==> config.mk <==
export PLATFORM = sky130hd
export DESIGN_NAME = psec_ctrl
export DESIGN_NICKNAME = d
export VERILOG_FILES = /design/src/psec_pkg.sv /design/src/psec_ctrl.sv
export VERILOG_INCLUDE_DIRS = /design/src
export SDC_FILE = /design/constraint.sdc
export NUM_CORES = 1
export LEC_CHECK = 0
export ABC_AREA = 1
export ABC_CLOCK_PERIOD_IN_PS = 3500
export BUFFER_PORTS_ARGS = -buffer_cell sky130_fd_sc_hd__buf_2
export CORE_MARGIN = 3
export CORE_UTILIZATION = 55
export CTS_CLUSTER_DIAMETER = 80
export DETAILED_ROUTE_END_ITERATION = 12
export GPL_ROUTABILITY_DRIVEN = 0
export PLACE_DENSITY = 0.78
export SLEW_MARGIN = 0
export SYNTH_ARGS = -nofsm -noshare
export SYNTH_HDL_FRONTEND = slang
export SYNTH_SLANG_ARGS = --single-unit
==> constraint.sdc <==
create_clock -name clk_sys -period 3.5 [get_ports clk_sys]
set_clock_uncertainty 0.2 [all_clocks]
set_input_delay 0.525 -clock clk_sys [delete_from_list [all_inputs] [get_ports clk_sys]]
set_output_delay 0.525 -clock clk_sys [all_outputs]
set_load 0.1 [all_outputs]
==> src/psec_defs.svh <==
`ifndef PSEC_DEFS_SVH
`define PSEC_DEFS_SVH
// exception settle time in pipeline clocks
`define PSEC_EXC_STALL_CYCLES 2'h2
// store write hold on a store hit
`define PSEC_STORE_HOLD_CYCLES 2'h1
// cause codes loaded into the system coprocessor
`define PSEC_CAUSE_NONE 5'h00
`define PSEC_CAUSE_RESET 5'h01
`define PSEC_CAUSE_NMI 5'h02
`define PSEC_CAUSE_OVFL 5'h03
`define PSEC_CAUSE_TRAP 5'h04
`define PSEC_CAUSE_FPE 5'h05
`define PSEC_CAUSE_CP2E 5'h06
`define PSEC_CAUSE_DADE 5'h07
`define PSEC_CAUSE_DTLB_REFILL 5'h08
`define PSEC_CAUSE_DTLB_INVALID 5'h09
`define PSEC_CAUSE_DTLB_MOD 5'h0a
`define PSEC_CAUSE_WATCH 5'h0b
`define PSEC_CAUSE_INTR 5'h0c
`define PSEC_CAUSE_DBE 5'h0d
`define PSEC_CAUSE_SYSC 5'h0e
`define PSEC_CAUSE_BRPT 5'h0f
`define PSEC_CAUSE_CPU 5'h10
`define PSEC_CAUSE_RSVD 5'h11
`define PSEC_CAUSE_IADE 5'h12
`define PSEC_CAUSE_ITLB_REFILL 5'h13
`define PSEC_CAUSE_ITLB_INVALID 5'h14
`define PSEC_CAUSE_IBE 5'h15
// stage identifiers for the abort origin
`define PSEC_STG_NONE 3'h0
`define PSEC_STG_OPF 3'h1
`define PSEC_STG_ALU 3'h2
`define PSEC_STG_DAC 3'h3
`define PSEC_STG_ALL 3'h4
`endif

==> src/psec_pkg.sv <==
package psec_pkg;
  // data access stage exception requests
  typedef struct packed {
    logic reset;
    logic nmi;
    logic overflow;
    logic trap;
    logic fpe;
    logic cp2Exc;
    logic addrErr;
    logic tlbRefill;
    logic tlbInvalid;
    logic tlbModified;
    logic watch;
    logic intr;
    logic busErr;
  } psec_dac_exc_t;
  // alu stage exception requests
  typedef struct packed {
    logic syscall;
    logic breakpoint;
    logic copUnusable;
    logic reserved;
  } psec_alu_exc_t;
  // operand fetch stage exception requests
  typedef struct packed {
    logic addrErr;
    logic tlbRefill;
    logic tlbInvalid;
    logic busErr;
  } psec_opf_exc_t;
  // stall requests and conditions from the pipeline
  typedef struct packed {
    logic fetchMiss;
    logic itlbMiss;
    logic multicycleEnter;
    logic multicycleLast;
    logic loadUseHazard;
    logic cop2Enter;
    logic cop2Last;
    logic dacNeedsCache;
    logic dacIsLoad;
    logic dacIsStore;
    logic dcacheLookupMiss;
    logic dcacheRefillDone;
    logic icacheOpEnter;
    logic icacheOpDone;
    logic dcacheOpEnter;
    logic dcacheOpDone;
    logic syscopRead;
    logic retireExcepting;
  } psec_req_t;
  // stall outputs
  typedef struct packed {
    logic multicycle_stall;
    logic load_use_stall;
    logic coproc2_stall;
    logic dcache_miss_stall;
    logic dcache_busy_stall;
    logic cache_maint_stall;
    logic syscop_bypass_stall;
    logic fetch_miss_stall;
  } psec_stall_t;
  // exception control outputs
  typedef struct packed {
    logic abortPulse;
    logic [2:0] abortFrom;
    logic keepRetire;
    logic vectorFetch;
    logic causeWrite;
    logic [4:0] causeCode;
    logic badAddrWrite;
  } psec_exc_out_t;
  typedef enum logic [3:0] {
    PSEC_RUN = 4'h1,
    PSEC_EXC_WAIT = 4'h2,
    PSEC_ABORT = 4'h4,
    PSEC_VECTOR = 4'h8
  } psec_state_t;
  typedef struct packed {
    psec_state_t state;
    logic [1:0] excCount;
    logic [4:0] pendCause;
    logic [2:0] pendFrom;
    logic pendKeepRetire;
    logic pendBadAddr;
    logic prevRun;
    logic mcActive;
    logic cp2Active;
    logic ldActive;
    logic ldTail;
    logic missRefill;
    logic storeHold;
    logic storeMissHold;
    logic storeExtra;
    logic icOpActive;
    logic dcOpActive;
    logic bypassDone;
    logic fpeHeld;
    logic resetSync1;
    logic resetSync2;
    logic nmiSync1;
    logic nmiSync2;
    logic intrSync1;
    logic intrSync2;
    psec_stall_t stall;
    psec_exc_out_t exc;
    logic advance;
  } psec_state_reg_t;
endpackage : psec_pkg

==> src/psec_ctrl.sv <==
`timescale 1ns/1ps
`default_nettype none
`include "psec_defs.svh"
module psec_ctrl (
  input wire logic clk_sys, // pipeline clock
  input wire logic rst_n, // synchronous reset, active low
  input wire logic clkEn, // freezes all state when low
  input wire logic resetReq, // external reset pin
  input wire logic nmiReq, // external nmi pin
  input wire logic intrReq, // external interrupt pin
  input wire psec_pkg::psec_req_t req, // stall conditions
  input wire psec_pkg::psec_dac_exc_t dacExc, // data access exceptions
  input wire psec_pkg::psec_alu_exc_t aluExc, // alu exceptions
  input wire logic aluFpeDetect, // floating exception found in alu
  input wire psec_pkg::psec_opf_exc_t opfExc, // operand fetch exceptions
  input wire logic fetchRefillDone, // instruction refill complete
  output psec_pkg::psec_stall_t stall, // stall outputs
  output psec_pkg::psec_exc_out_t exc, // exception controls
  output logic advance, // pipeline advance enable
  output logic cop2Proceed, // tell coprocessor to proceed
  output logic opfHold, // operand fetch stage hold
  output logic aluHold, // alu stage hold
  output logic dacHold // data access stage hold
);
  import psec_pkg::*;

  psec_state_reg_t r;
  psec_state_reg_t next_r;

  // ************************************
  // data access, alu and operand fetch stage priority encode
  // ************************************
  function automatic logic [4:0] dacCause(input psec_dac_exc_t e, input logic fpe);
    logic [4:0] c;
    c = `PSEC_CAUSE_NONE;
    if (e.reset) c = `PSEC_CAUSE_RESET;
    else if (e.nmi) c = `PSEC_CAUSE_NMI;
    else if (e.overflow) c = `PSEC_CAUSE_OVFL;
    else if (e.trap) c = `PSEC_CAUSE_TRAP;
    else if (e.fpe || fpe) c = `PSEC_CAUSE_FPE;
    else if (e.cp2Exc) c = `PSEC_CAUSE_CP2E;
    else if (e.addrErr) c = `PSEC_CAUSE_DADE;
    else if (e.tlbRefill) c = `PSEC_CAUSE_DTLB_REFILL;
    else if (e.tlbInvalid) c = `PSEC_CAUSE_DTLB_INVALID;
    else if (e.tlbModified) c = `PSEC_CAUSE_DTLB_MOD;
    else if (e.watch) c = `PSEC_CAUSE_WATCH;
    else if (e.intr) c = `PSEC_CAUSE_INTR;
    return c;
  endfunction : dacCause

  function automatic logic [4:0] aluCause(input psec_alu_exc_t e);
    logic [4:0] c;
    c = `PSEC_CAUSE_NONE;
    if (e.syscall) c = `PSEC_CAUSE_SYSC;
    else if (e.breakpoint) c = `PSEC_CAUSE_BRPT;
    else if (e.copUnusable) c = `PSEC_CAUSE_CPU;
    else if (e.reserved) c = `PSEC_CAUSE_RSVD;
    return c;
  endfunction : aluCause

  function automatic logic [4:0] opfCause(input psec_opf_exc_t e);
    logic [4:0] c;
    c = `PSEC_CAUSE_NONE;
    if (e.addrErr) c = `PSEC_CAUSE_IADE;
    else if (e.tlbRefill) c = `PSEC_CAUSE_ITLB_REFILL;
    else if (e.tlbInvalid) c = `PSEC_CAUSE_ITLB_INVALID;
    else if (e.busErr) c = `PSEC_CAUSE_IBE;
    return c;
  endfunction : opfCause

  // ************************************
  // next state
  // ************************************
  always_comb begin
    logic running;
    logic wbStall;
    logic dacStall;
    logic aluStall;
    logic opfStall;
    logic [4:0] dC;
    logic [4:0] aC;
    logic [4:0] oC;
    logic indepExc;
    logic takeExc;
    logic [4:0] cause;
    logic [2:0] from;
    logic keepWb;
    logic badAddr;
    logic busyNow;
    logic fpeAtDac;
    running = 1'b0;
    wbStall = 1'b0;
    dacStall = 1'b0;
    aluStall = 1'b0;
    opfStall = 1'b0;
    dC = `PSEC_CAUSE_NONE;
    aC = `PSEC_CAUSE_NONE;
    oC = `PSEC_CAUSE_NONE;
    indepExc = 1'b0;
    takeExc = 1'b0;
    cause = `PSEC_CAUSE_NONE;
    from = `PSEC_STG_NONE;
    keepWb = 1'b0;
    badAddr = 1'b0;
    busyNow = 1'b0;
    fpeAtDac = 1'b0;
    next_r = r;
    // pins pass two flops first
    next_r.resetSync1 = resetReq;
    next_r.resetSync2 = r.resetSync1;
    next_r.nmiSync1 = nmiReq;
    next_r.nmiSync2 = r.nmiSync1;
    next_r.intrSync1 = intrReq;
    next_r.intrSync2 = r.intrSync1;
    next_r.exc.abortPulse = 1'b0;
    next_r.exc.causeWrite = 1'b0;
    next_r.exc.badAddrWrite = 1'b0;
    next_r.exc.vectorFetch = 1'b0;
    running = (r.state == PSEC_RUN);
    // ************************************
    // stall tracking
    // ************************************
    if (running) begin
      // retire stage bypass hazard, one clock
      next_r.stall.syscop_bypass_stall = req.retireExcepting && req.syscopRead && !r.bypassDone;
      next_r.bypassDone = next_r.stall.syscop_bypass_stall;
      // miss stall only in the lookup cycle
      next_r.stall.dcache_miss_stall = req.dcacheLookupMiss && !r.missRefill && (req.dacIsLoad || req.dacIsStore);
      if (next_r.stall.dcache_miss_stall) next_r.missRefill = 1'b1;
      if (r.missRefill && req.dcacheRefillDone) next_r.missRefill = 1'b0;
      // store then cache user: one clock hold on hit
      if (r.storeHold) begin
        next_r.storeHold = 1'b0;
      end else begin
        next_r.storeHold = req.dacNeedsCache && !r.storeMissHold && r.storeExtra;
      end
      // store miss: hold until refill, then extra cycle if follower uses cache
      if (req.dacIsStore && req.dcacheLookupMiss && !r.storeMissHold) next_r.storeMissHold = 1'b1;
      if (r.storeMissHold && req.dcacheRefillDone) begin
        next_r.storeMissHold = 1'b0;
        next_r.storeExtra = req.dacNeedsCache;
      end else begin
        next_r.storeExtra = req.dacIsStore && !req.dcacheLookupMiss && !r.storeExtra && !r.storeHold;
      end
      busyNow = r.missRefill || r.storeMissHold || r.storeHold;
      next_r.stall.dcache_busy_stall = next_r.missRefill || next_r.storeMissHold || next_r.storeHold;
      // cache maintenance
      if (req.icacheOpEnter) next_r.icOpActive = 1'b1;
      if (r.icOpActive && req.icacheOpDone) next_r.icOpActive = 1'b0;
      if (req.dcacheOpEnter) next_r.dcOpActive = 1'b1;
      if (r.dcOpActive && req.dcacheOpDone) next_r.dcOpActive = 1'b0;
      next_r.stall.cache_maint_stall = next_r.icOpActive || next_r.dcOpActive;
      // load use: one clock on hit, one beyond busy on miss
      if (req.loadUseHazard && !r.ldActive) next_r.ldActive = 1'b1;
      else if (r.ldActive && !busyNow && !req.dcacheLookupMiss) next_r.ldActive = 1'b0;
      next_r.stall.load_use_stall = next_r.ldActive;
      // multicycle and coprocessor: drop in final clock
      if (req.multicycleEnter) next_r.mcActive = 1'b1;
      if (req.multicycleLast) next_r.mcActive = 1'b0;
      next_r.stall.multicycle_stall = next_r.mcActive && !req.multicycleLast;
      if (req.cop2Enter) next_r.cp2Active = 1'b1;
      if (req.cop2Last) next_r.cp2Active = 1'b0;
      next_r.stall.coproc2_stall = next_r.cp2Active && !req.cop2Last;
      // fetch miss, bus error waits for refill
      next_r.stall.fetch_miss_stall = req.fetchMiss || req.itlbMiss;
      // floating exception held in alu while fetch stalls
      if (aluFpeDetect) next_r.fpeHeld = 1'b1;
    end
    wbStall = r.stall.syscop_bypass_stall;
    dacStall = r.stall.dcache_miss_stall || r.stall.dcache_busy_stall || r.stall.cache_maint_stall;
    aluStall = r.stall.load_use_stall || r.stall.multicycle_stall || r.stall.coproc2_stall;
    opfStall = r.stall.fetch_miss_stall;
    // ************************************
    // exception arbitration
    // ************************************
    fpeAtDac = r.fpeHeld && r.advance;
    dC = dacCause(dacExc, fpeAtDac);
    aC = aluCause(aluExc);
    oC = (fetchRefillDone || !opfStall) ? opfCause(opfExc) : `PSEC_CAUSE_NONE;
    if (running) begin
      if (r.resetSync2) begin
        indepExc = 1'b1;
        cause = `PSEC_CAUSE_RESET;
      end else if (r.prevRun && r.nmiSync2) begin
        indepExc = 1'b1;
        cause = `PSEC_CAUSE_NMI;
      end else if (r.prevRun && r.intrSync2 && dC == `PSEC_CAUSE_NONE) begin
        indepExc = 1'b1;
        cause = `PSEC_CAUSE_INTR;
      end
      if (indepExc) begin
        takeExc = 1'b1;
        from = `PSEC_STG_ALL;
        keepWb = 1'b1;
      end else if (dC != `PSEC_CAUSE_NONE && !wbStall) begin
        takeExc = 1'b1;
        cause = dC;
        from = `PSEC_STG_DAC;
        badAddr = dacExc.addrErr || dacExc.tlbRefill || dacExc.tlbInvalid || dacExc.tlbModified;
      end else if (dacExc.busErr && !wbStall && !dacStall) begin
        takeExc = 1'b1;
        cause = `PSEC_CAUSE_DBE;
        from = `PSEC_STG_DAC;
      end else if (aC != `PSEC_CAUSE_NONE && !wbStall && !dacStall) begin
        takeExc = 1'b1;
        cause = aC;
        from = `PSEC_STG_ALU;
      end else if (oC != `PSEC_CAUSE_NONE && !wbStall && !dacStall && !aluStall) begin
        takeExc = 1'b1;
        cause = oC;
        from = `PSEC_STG_OPF;
        badAddr = opfExc.addrErr || opfExc.tlbRefill || opfExc.tlbInvalid;
      end
    end
    // ************************************
    // exception sequence
    // ************************************
    case (r.state)
      PSEC_RUN: begin
        if (takeExc) begin
          next_r.state = PSEC_EXC_WAIT;
          next_r.excCount = `PSEC_EXC_STALL_CYCLES;
          next_r.pendCause = cause;
          next_r.pendFrom = from;
          next_r.pendKeepRetire = keepWb;
          next_r.pendBadAddr = badAddr;
        end
      end
      PSEC_EXC_WAIT: begin
        next_r.excCount = r.excCount - 2'h1;
        if (r.excCount == 2'h1) next_r.state = PSEC_ABORT;
      end
      PSEC_ABORT: begin
        next_r.exc.abortPulse = 1'b1;
        next_r.exc.abortFrom = r.pendFrom;
        next_r.exc.keepRetire = r.pendKeepRetire;
        next_r.exc.causeWrite = 1'b1;
        next_r.exc.causeCode = r.pendCause;
        next_r.exc.badAddrWrite = r.pendBadAddr;
        // aborted work drops its pending requests
        next_r.stall = '0;
        next_r.mcActive = 1'b0;
        next_r.cp2Active = 1'b0;
        next_r.ldActive = 1'b0;
        next_r.missRefill = 1'b0;
        next_r.storeHold = 1'b0;
        next_r.storeMissHold = 1'b0;
        next_r.storeExtra = 1'b0;
        next_r.icOpActive = 1'b0;
        next_r.dcOpActive = 1'b0;
        next_r.fpeHeld = 1'b0;
        next_r.state = PSEC_VECTOR;
      end
      PSEC_VECTOR: begin
        next_r.exc.vectorFetch = 1'b1;
        next_r.state = PSEC_RUN;
      end
      default: next_r.state = PSEC_RUN;
    endcase
    next_r.advance = (next_r.state == PSEC_RUN) && (next_r.stall == '0);
    if (next_r.advance) next_r.fpeHeld = next_r.fpeHeld && !r.advance;
    next_r.prevRun = r.advance;
  end

  always_ff @(posedge clk_sys) begin
    if (!rst_n) begin
      r <= '0;
      r.state <= PSEC_RUN;
    end else if (clkEn) begin
      r <= next_r;
    end
  end

  // ************************************
  // outputs
  // ************************************
  assign stall = r.stall;
  assign exc = r.exc;
  assign advance = r.advance;
  assign cop2Proceed = r.stall.coproc2_stall;
  // all three stage holds are the inverse of advance, so the stages stall together
  assign dacHold = !r.advance;
  assign aluHold = !r.advance;
  assign opfHold = !r.advance;
endmodule : psec_ctrl
`default_nettype wire

==> results.py <==
metrics = {
    "pwr": {
        "swShare": 0.353,
        "p_switching_uw": 531,
        "total_power_mw": 1.50,
        "power_density_mw_per_mm2": 467,
        "peakVddDrop_mv": 0.518,
        "power.internal_uw": 973,
        "power_frac_comb": 0.273,
        "clockPowerShare": 0.277,
        "p_seq_frac": 0.450,
        "p_leak_nw": 1.54,
    },
    "global_routing": {
        "grt_pass1_wl_mm": 11.7,
        "antenna_found_initial": 0,
        "grt_max_degree": 35,
        "grt_pass1_vias": 2710,
        "grtUsageTotal": 0.232,
        "grt_overflow": 0,
    },
    "setup_path": {
        "critPathBufInv": 1,
        "cp_max_fo": 15,
        "cp_cell_sequence": "nor3_1, nand2_1, a21oi_1, inv_1, nand2_1, nor2_1, nand2_2, nor2_4, nor2_4, nand2_1, a31oi_1, nor2_1",
        "critPathLaunchType": "flip-flop",
        "cp_slowest_stage_delay_ns": 0.35,
        "cp_top_family": "simple AND/OR/NAND/NOR gates",
        "r2r_cells": 12,
        "reg2reg_slack_ns": 1.09,
        "reg2reg_to": "r[49]",
        "arrival_ns": 2.42,
        "crit_path_top_delay_cell": "dfxtp_1",
        "cp-end-kind": "flip-flop",
        "r2r_start": "stall[2]",
        "critPathKind": "reg2reg",
        "required_ns": 3.51,
        "crit_top_cell": "nand2_1",
    },
    "synth": {
        "syn_area_per_cell_um2": 6.72,
        "synth_seq_area_share": 0.369,
        "syn_nets": 476,
        "synth_area_mm2": 0.00288,
        "synthDominantCellAreaShare": 0.369,
        "synth.distinct_cells": 35,
        "yosys_register_bits": 53,
        "synth_largest_area_cell": "dfxtp_1",
        "synthArstFlopShare": 0,
        "synthCells": 428,
        "synth.area.top_cells": "dfxtp_1 37%, nor2_1 9.3%, nand2_1 8.6%",
        "ys.flop_type": "dfxtp_1",
        "yosysWarnings": 0,
        "synth_enable_flop_cells": 0,
    },
    "clock_tree": {
        "clk_path_buf_depth": 2,
        "clk_pin_slew_worst_paths_ns": 0.10,
        "clk_latency_ns": 0.31,
        "htreeDepth": 2,
        "cts_root_buf": "clkbuf_8",
        "cts_setup_buffers": 0,
        "post_cts_resized": 0,
        "numCtsBuffers": 5,
        "ctsHoldBuffers": 0,
        "tritoncts": "built",
        "cts_sinks": 53,
    },
    "sta": {
        "finalSetupViolCount": 0,
        "slew_viol_final": 0,
        "grt_setup_unrepaired": "no",
        "worst_slew_pin_slew_ns": 0.625,
        "relSlewSlack": 0.582,
        "hold_viol_final": 0,
        "max_freq_mhz": 415,
        "fin_crit_sh": 0.688,
        "whs_ns": 0.233,
        "tns_ns": 0,
        "min_period_ns": 2.41,
    },
    "worst_hold_path": {
        "min_path_type": "in2reg",
        "hp-start": "nmiReq",
        "whs_path_depth": 3,
        "hold_end": "next_r[24]",
    },
    "drt": {
        "via_per_inst": 5.29,
        "wirelength_mm": 6.74,
        "drt_iter0_drc": 121,
        "vias": 2869,
        "wl_per_cell_um": 12.4,
        "ant_nets": 0,
        "drc_errors": 0,
        "detail_route.first_pass.iterations": 4,
    },
    "floorplan": {
        "placementRows": 25,
        "die_w_um": 78.3,
        "start_util": 0.589,
        "die_area_mm2": 0.00613,
        "die_y_um": 78.3,
        "coreArea_mm2": 0.00488,
        "ioPinCount": 73,
    },
    "run": {
        "maxCapViolCount": 0,
    },
    "placed_design": {
        "place.port_buffers": 72,
        "hpwl_mm": 5.16,
        "placed_area_mm2": 0.00311,
    },
    "cells_and_area": {
        "drive_gt1_frac": 0.211,
        "area_delta_synth_final_pct": 12.0,
        "antenna_cells": 0,
        "nNetsFinal": 522,
        "design_area_mm2": 0.00322,
        "utilization": 0.660,
    },
    "status": {
        "status": "complete, no violations",
    },
}
==> power by group through the flow <==
| stage | Sequential (mW) | Clock, mW | Combinational [mW] |
|---|---|---|---|
| 5_1_grt | 0.683 | 0.446 | 0.451 |
| 2_1_floorplan | 0.693 | 0 | 0.325 |
| 3_5_place_dp | 0.690 | 0 | 0.408 |
| 4_1_cts | 0.676 | 0.424 | 0.409 |
| 6_report | 0.677 | 0.417 | 0.410 |
| 3_3_place_gp | 0.689 | 0 | 0.403 |
==> tightest hold or removal path, cell delays in order <==
cell	delay (ns)
buf_2	0.07
nor2_1	0.03
nor2_1	0.08
==> worst max path at each step <==
stage	depth (start not counted)	end	slack, ns	startpoint
floorplan	2	dacHold	0.60	advance
global placement	7	r[37]	0.92	clkEn
detailed placement	7	r[38]	0.92	clkEn
CTS	12	r[49]	1.14	stall[2]
global route	12	r[49]	0.89	stall[2]
finish	12	r[49]	1.09	stall[2]
==> per-stage QoR <==
step | worst slack, ns | cells
final | 1.09 | 542
after global routing | 0.887 | 542
after CTS | 1.14 | 542
after detailed placement | 0.920 | 534
after global placement | 0.920 | 534
after floorplan | 0.604 | 428
==> layout make-up <==
cell class | instances | area, µm²
sequential | 53 | 1060
timing repair buffer | 75 | 383
clock buffer | 5 | 68.8
clock inverter | 3 | 43.8
fill | 455 | 1660
inverter | 50 | 188
tap | 67 | 83.8
multi-input combinational | 289 | 1390
==> routing by layer <==
| metal | GRT usage | share of wire | routed length (µm) |
|---|---|---|---|
| met1 | 0.286 | 0.42 | 2860 |
| met5 | 0 | 0 | 0 |
| met3 | 0.0401 | 0.050 | 339 |
| met4 | 0.0752 | 0.011 | 73 |
| met2 | 0.409 | 0.51 | 3470 |
==> synth_stat cells, types with 2 or more instances <==
cell	n
nor3_1	10
nand4_1	5
buf_4	23
o2111ai_1	2
nand2_1	66
nand2_2	4
nor2_4	2
inv_1	48
nor2_1	71
o21ai_0	41
clkbuf_1	10
o31ai_1	2
o22ai_1	4
o211ai_1	5
or2_0	2
o21ai_1	2
a21oi_2	2
nor4_1	2
nor2_2	5
a21oi_1	38
a211oi_2	2
dfxtp_1	53
a31oi_1	4
nand3_1	14
==> logic make-up after synthesis <==
group,after synthesis,synth area share
flip-flops,53,0.369
adder cells (fa/ha/maj),1,0.00435
AND/OR/NAND/NOR,184,0.276
AO/OA/AOI/OAI,104,0.204
buffers and inverters,86,0.147
==> state kept, by name, indices dropped and copies added (netlist names) <==
register / count
cop2Proceed: 1
next_r: 3
advance: 1
stall: 7
r: 30
exc: 11
==> cells in the final DEF, fill, tap and decap left out, types with 10 or more instances in the layout <==
master,instances
inv_1,48
a21oi_1,38
nor2_1,71
nand3_1,14
o21ai_0,41
nor3_1,10
nand2_1,66
dfxtp_1,53
buf_2,72
No activity file was read; power rests on OpenSTA's default activity.
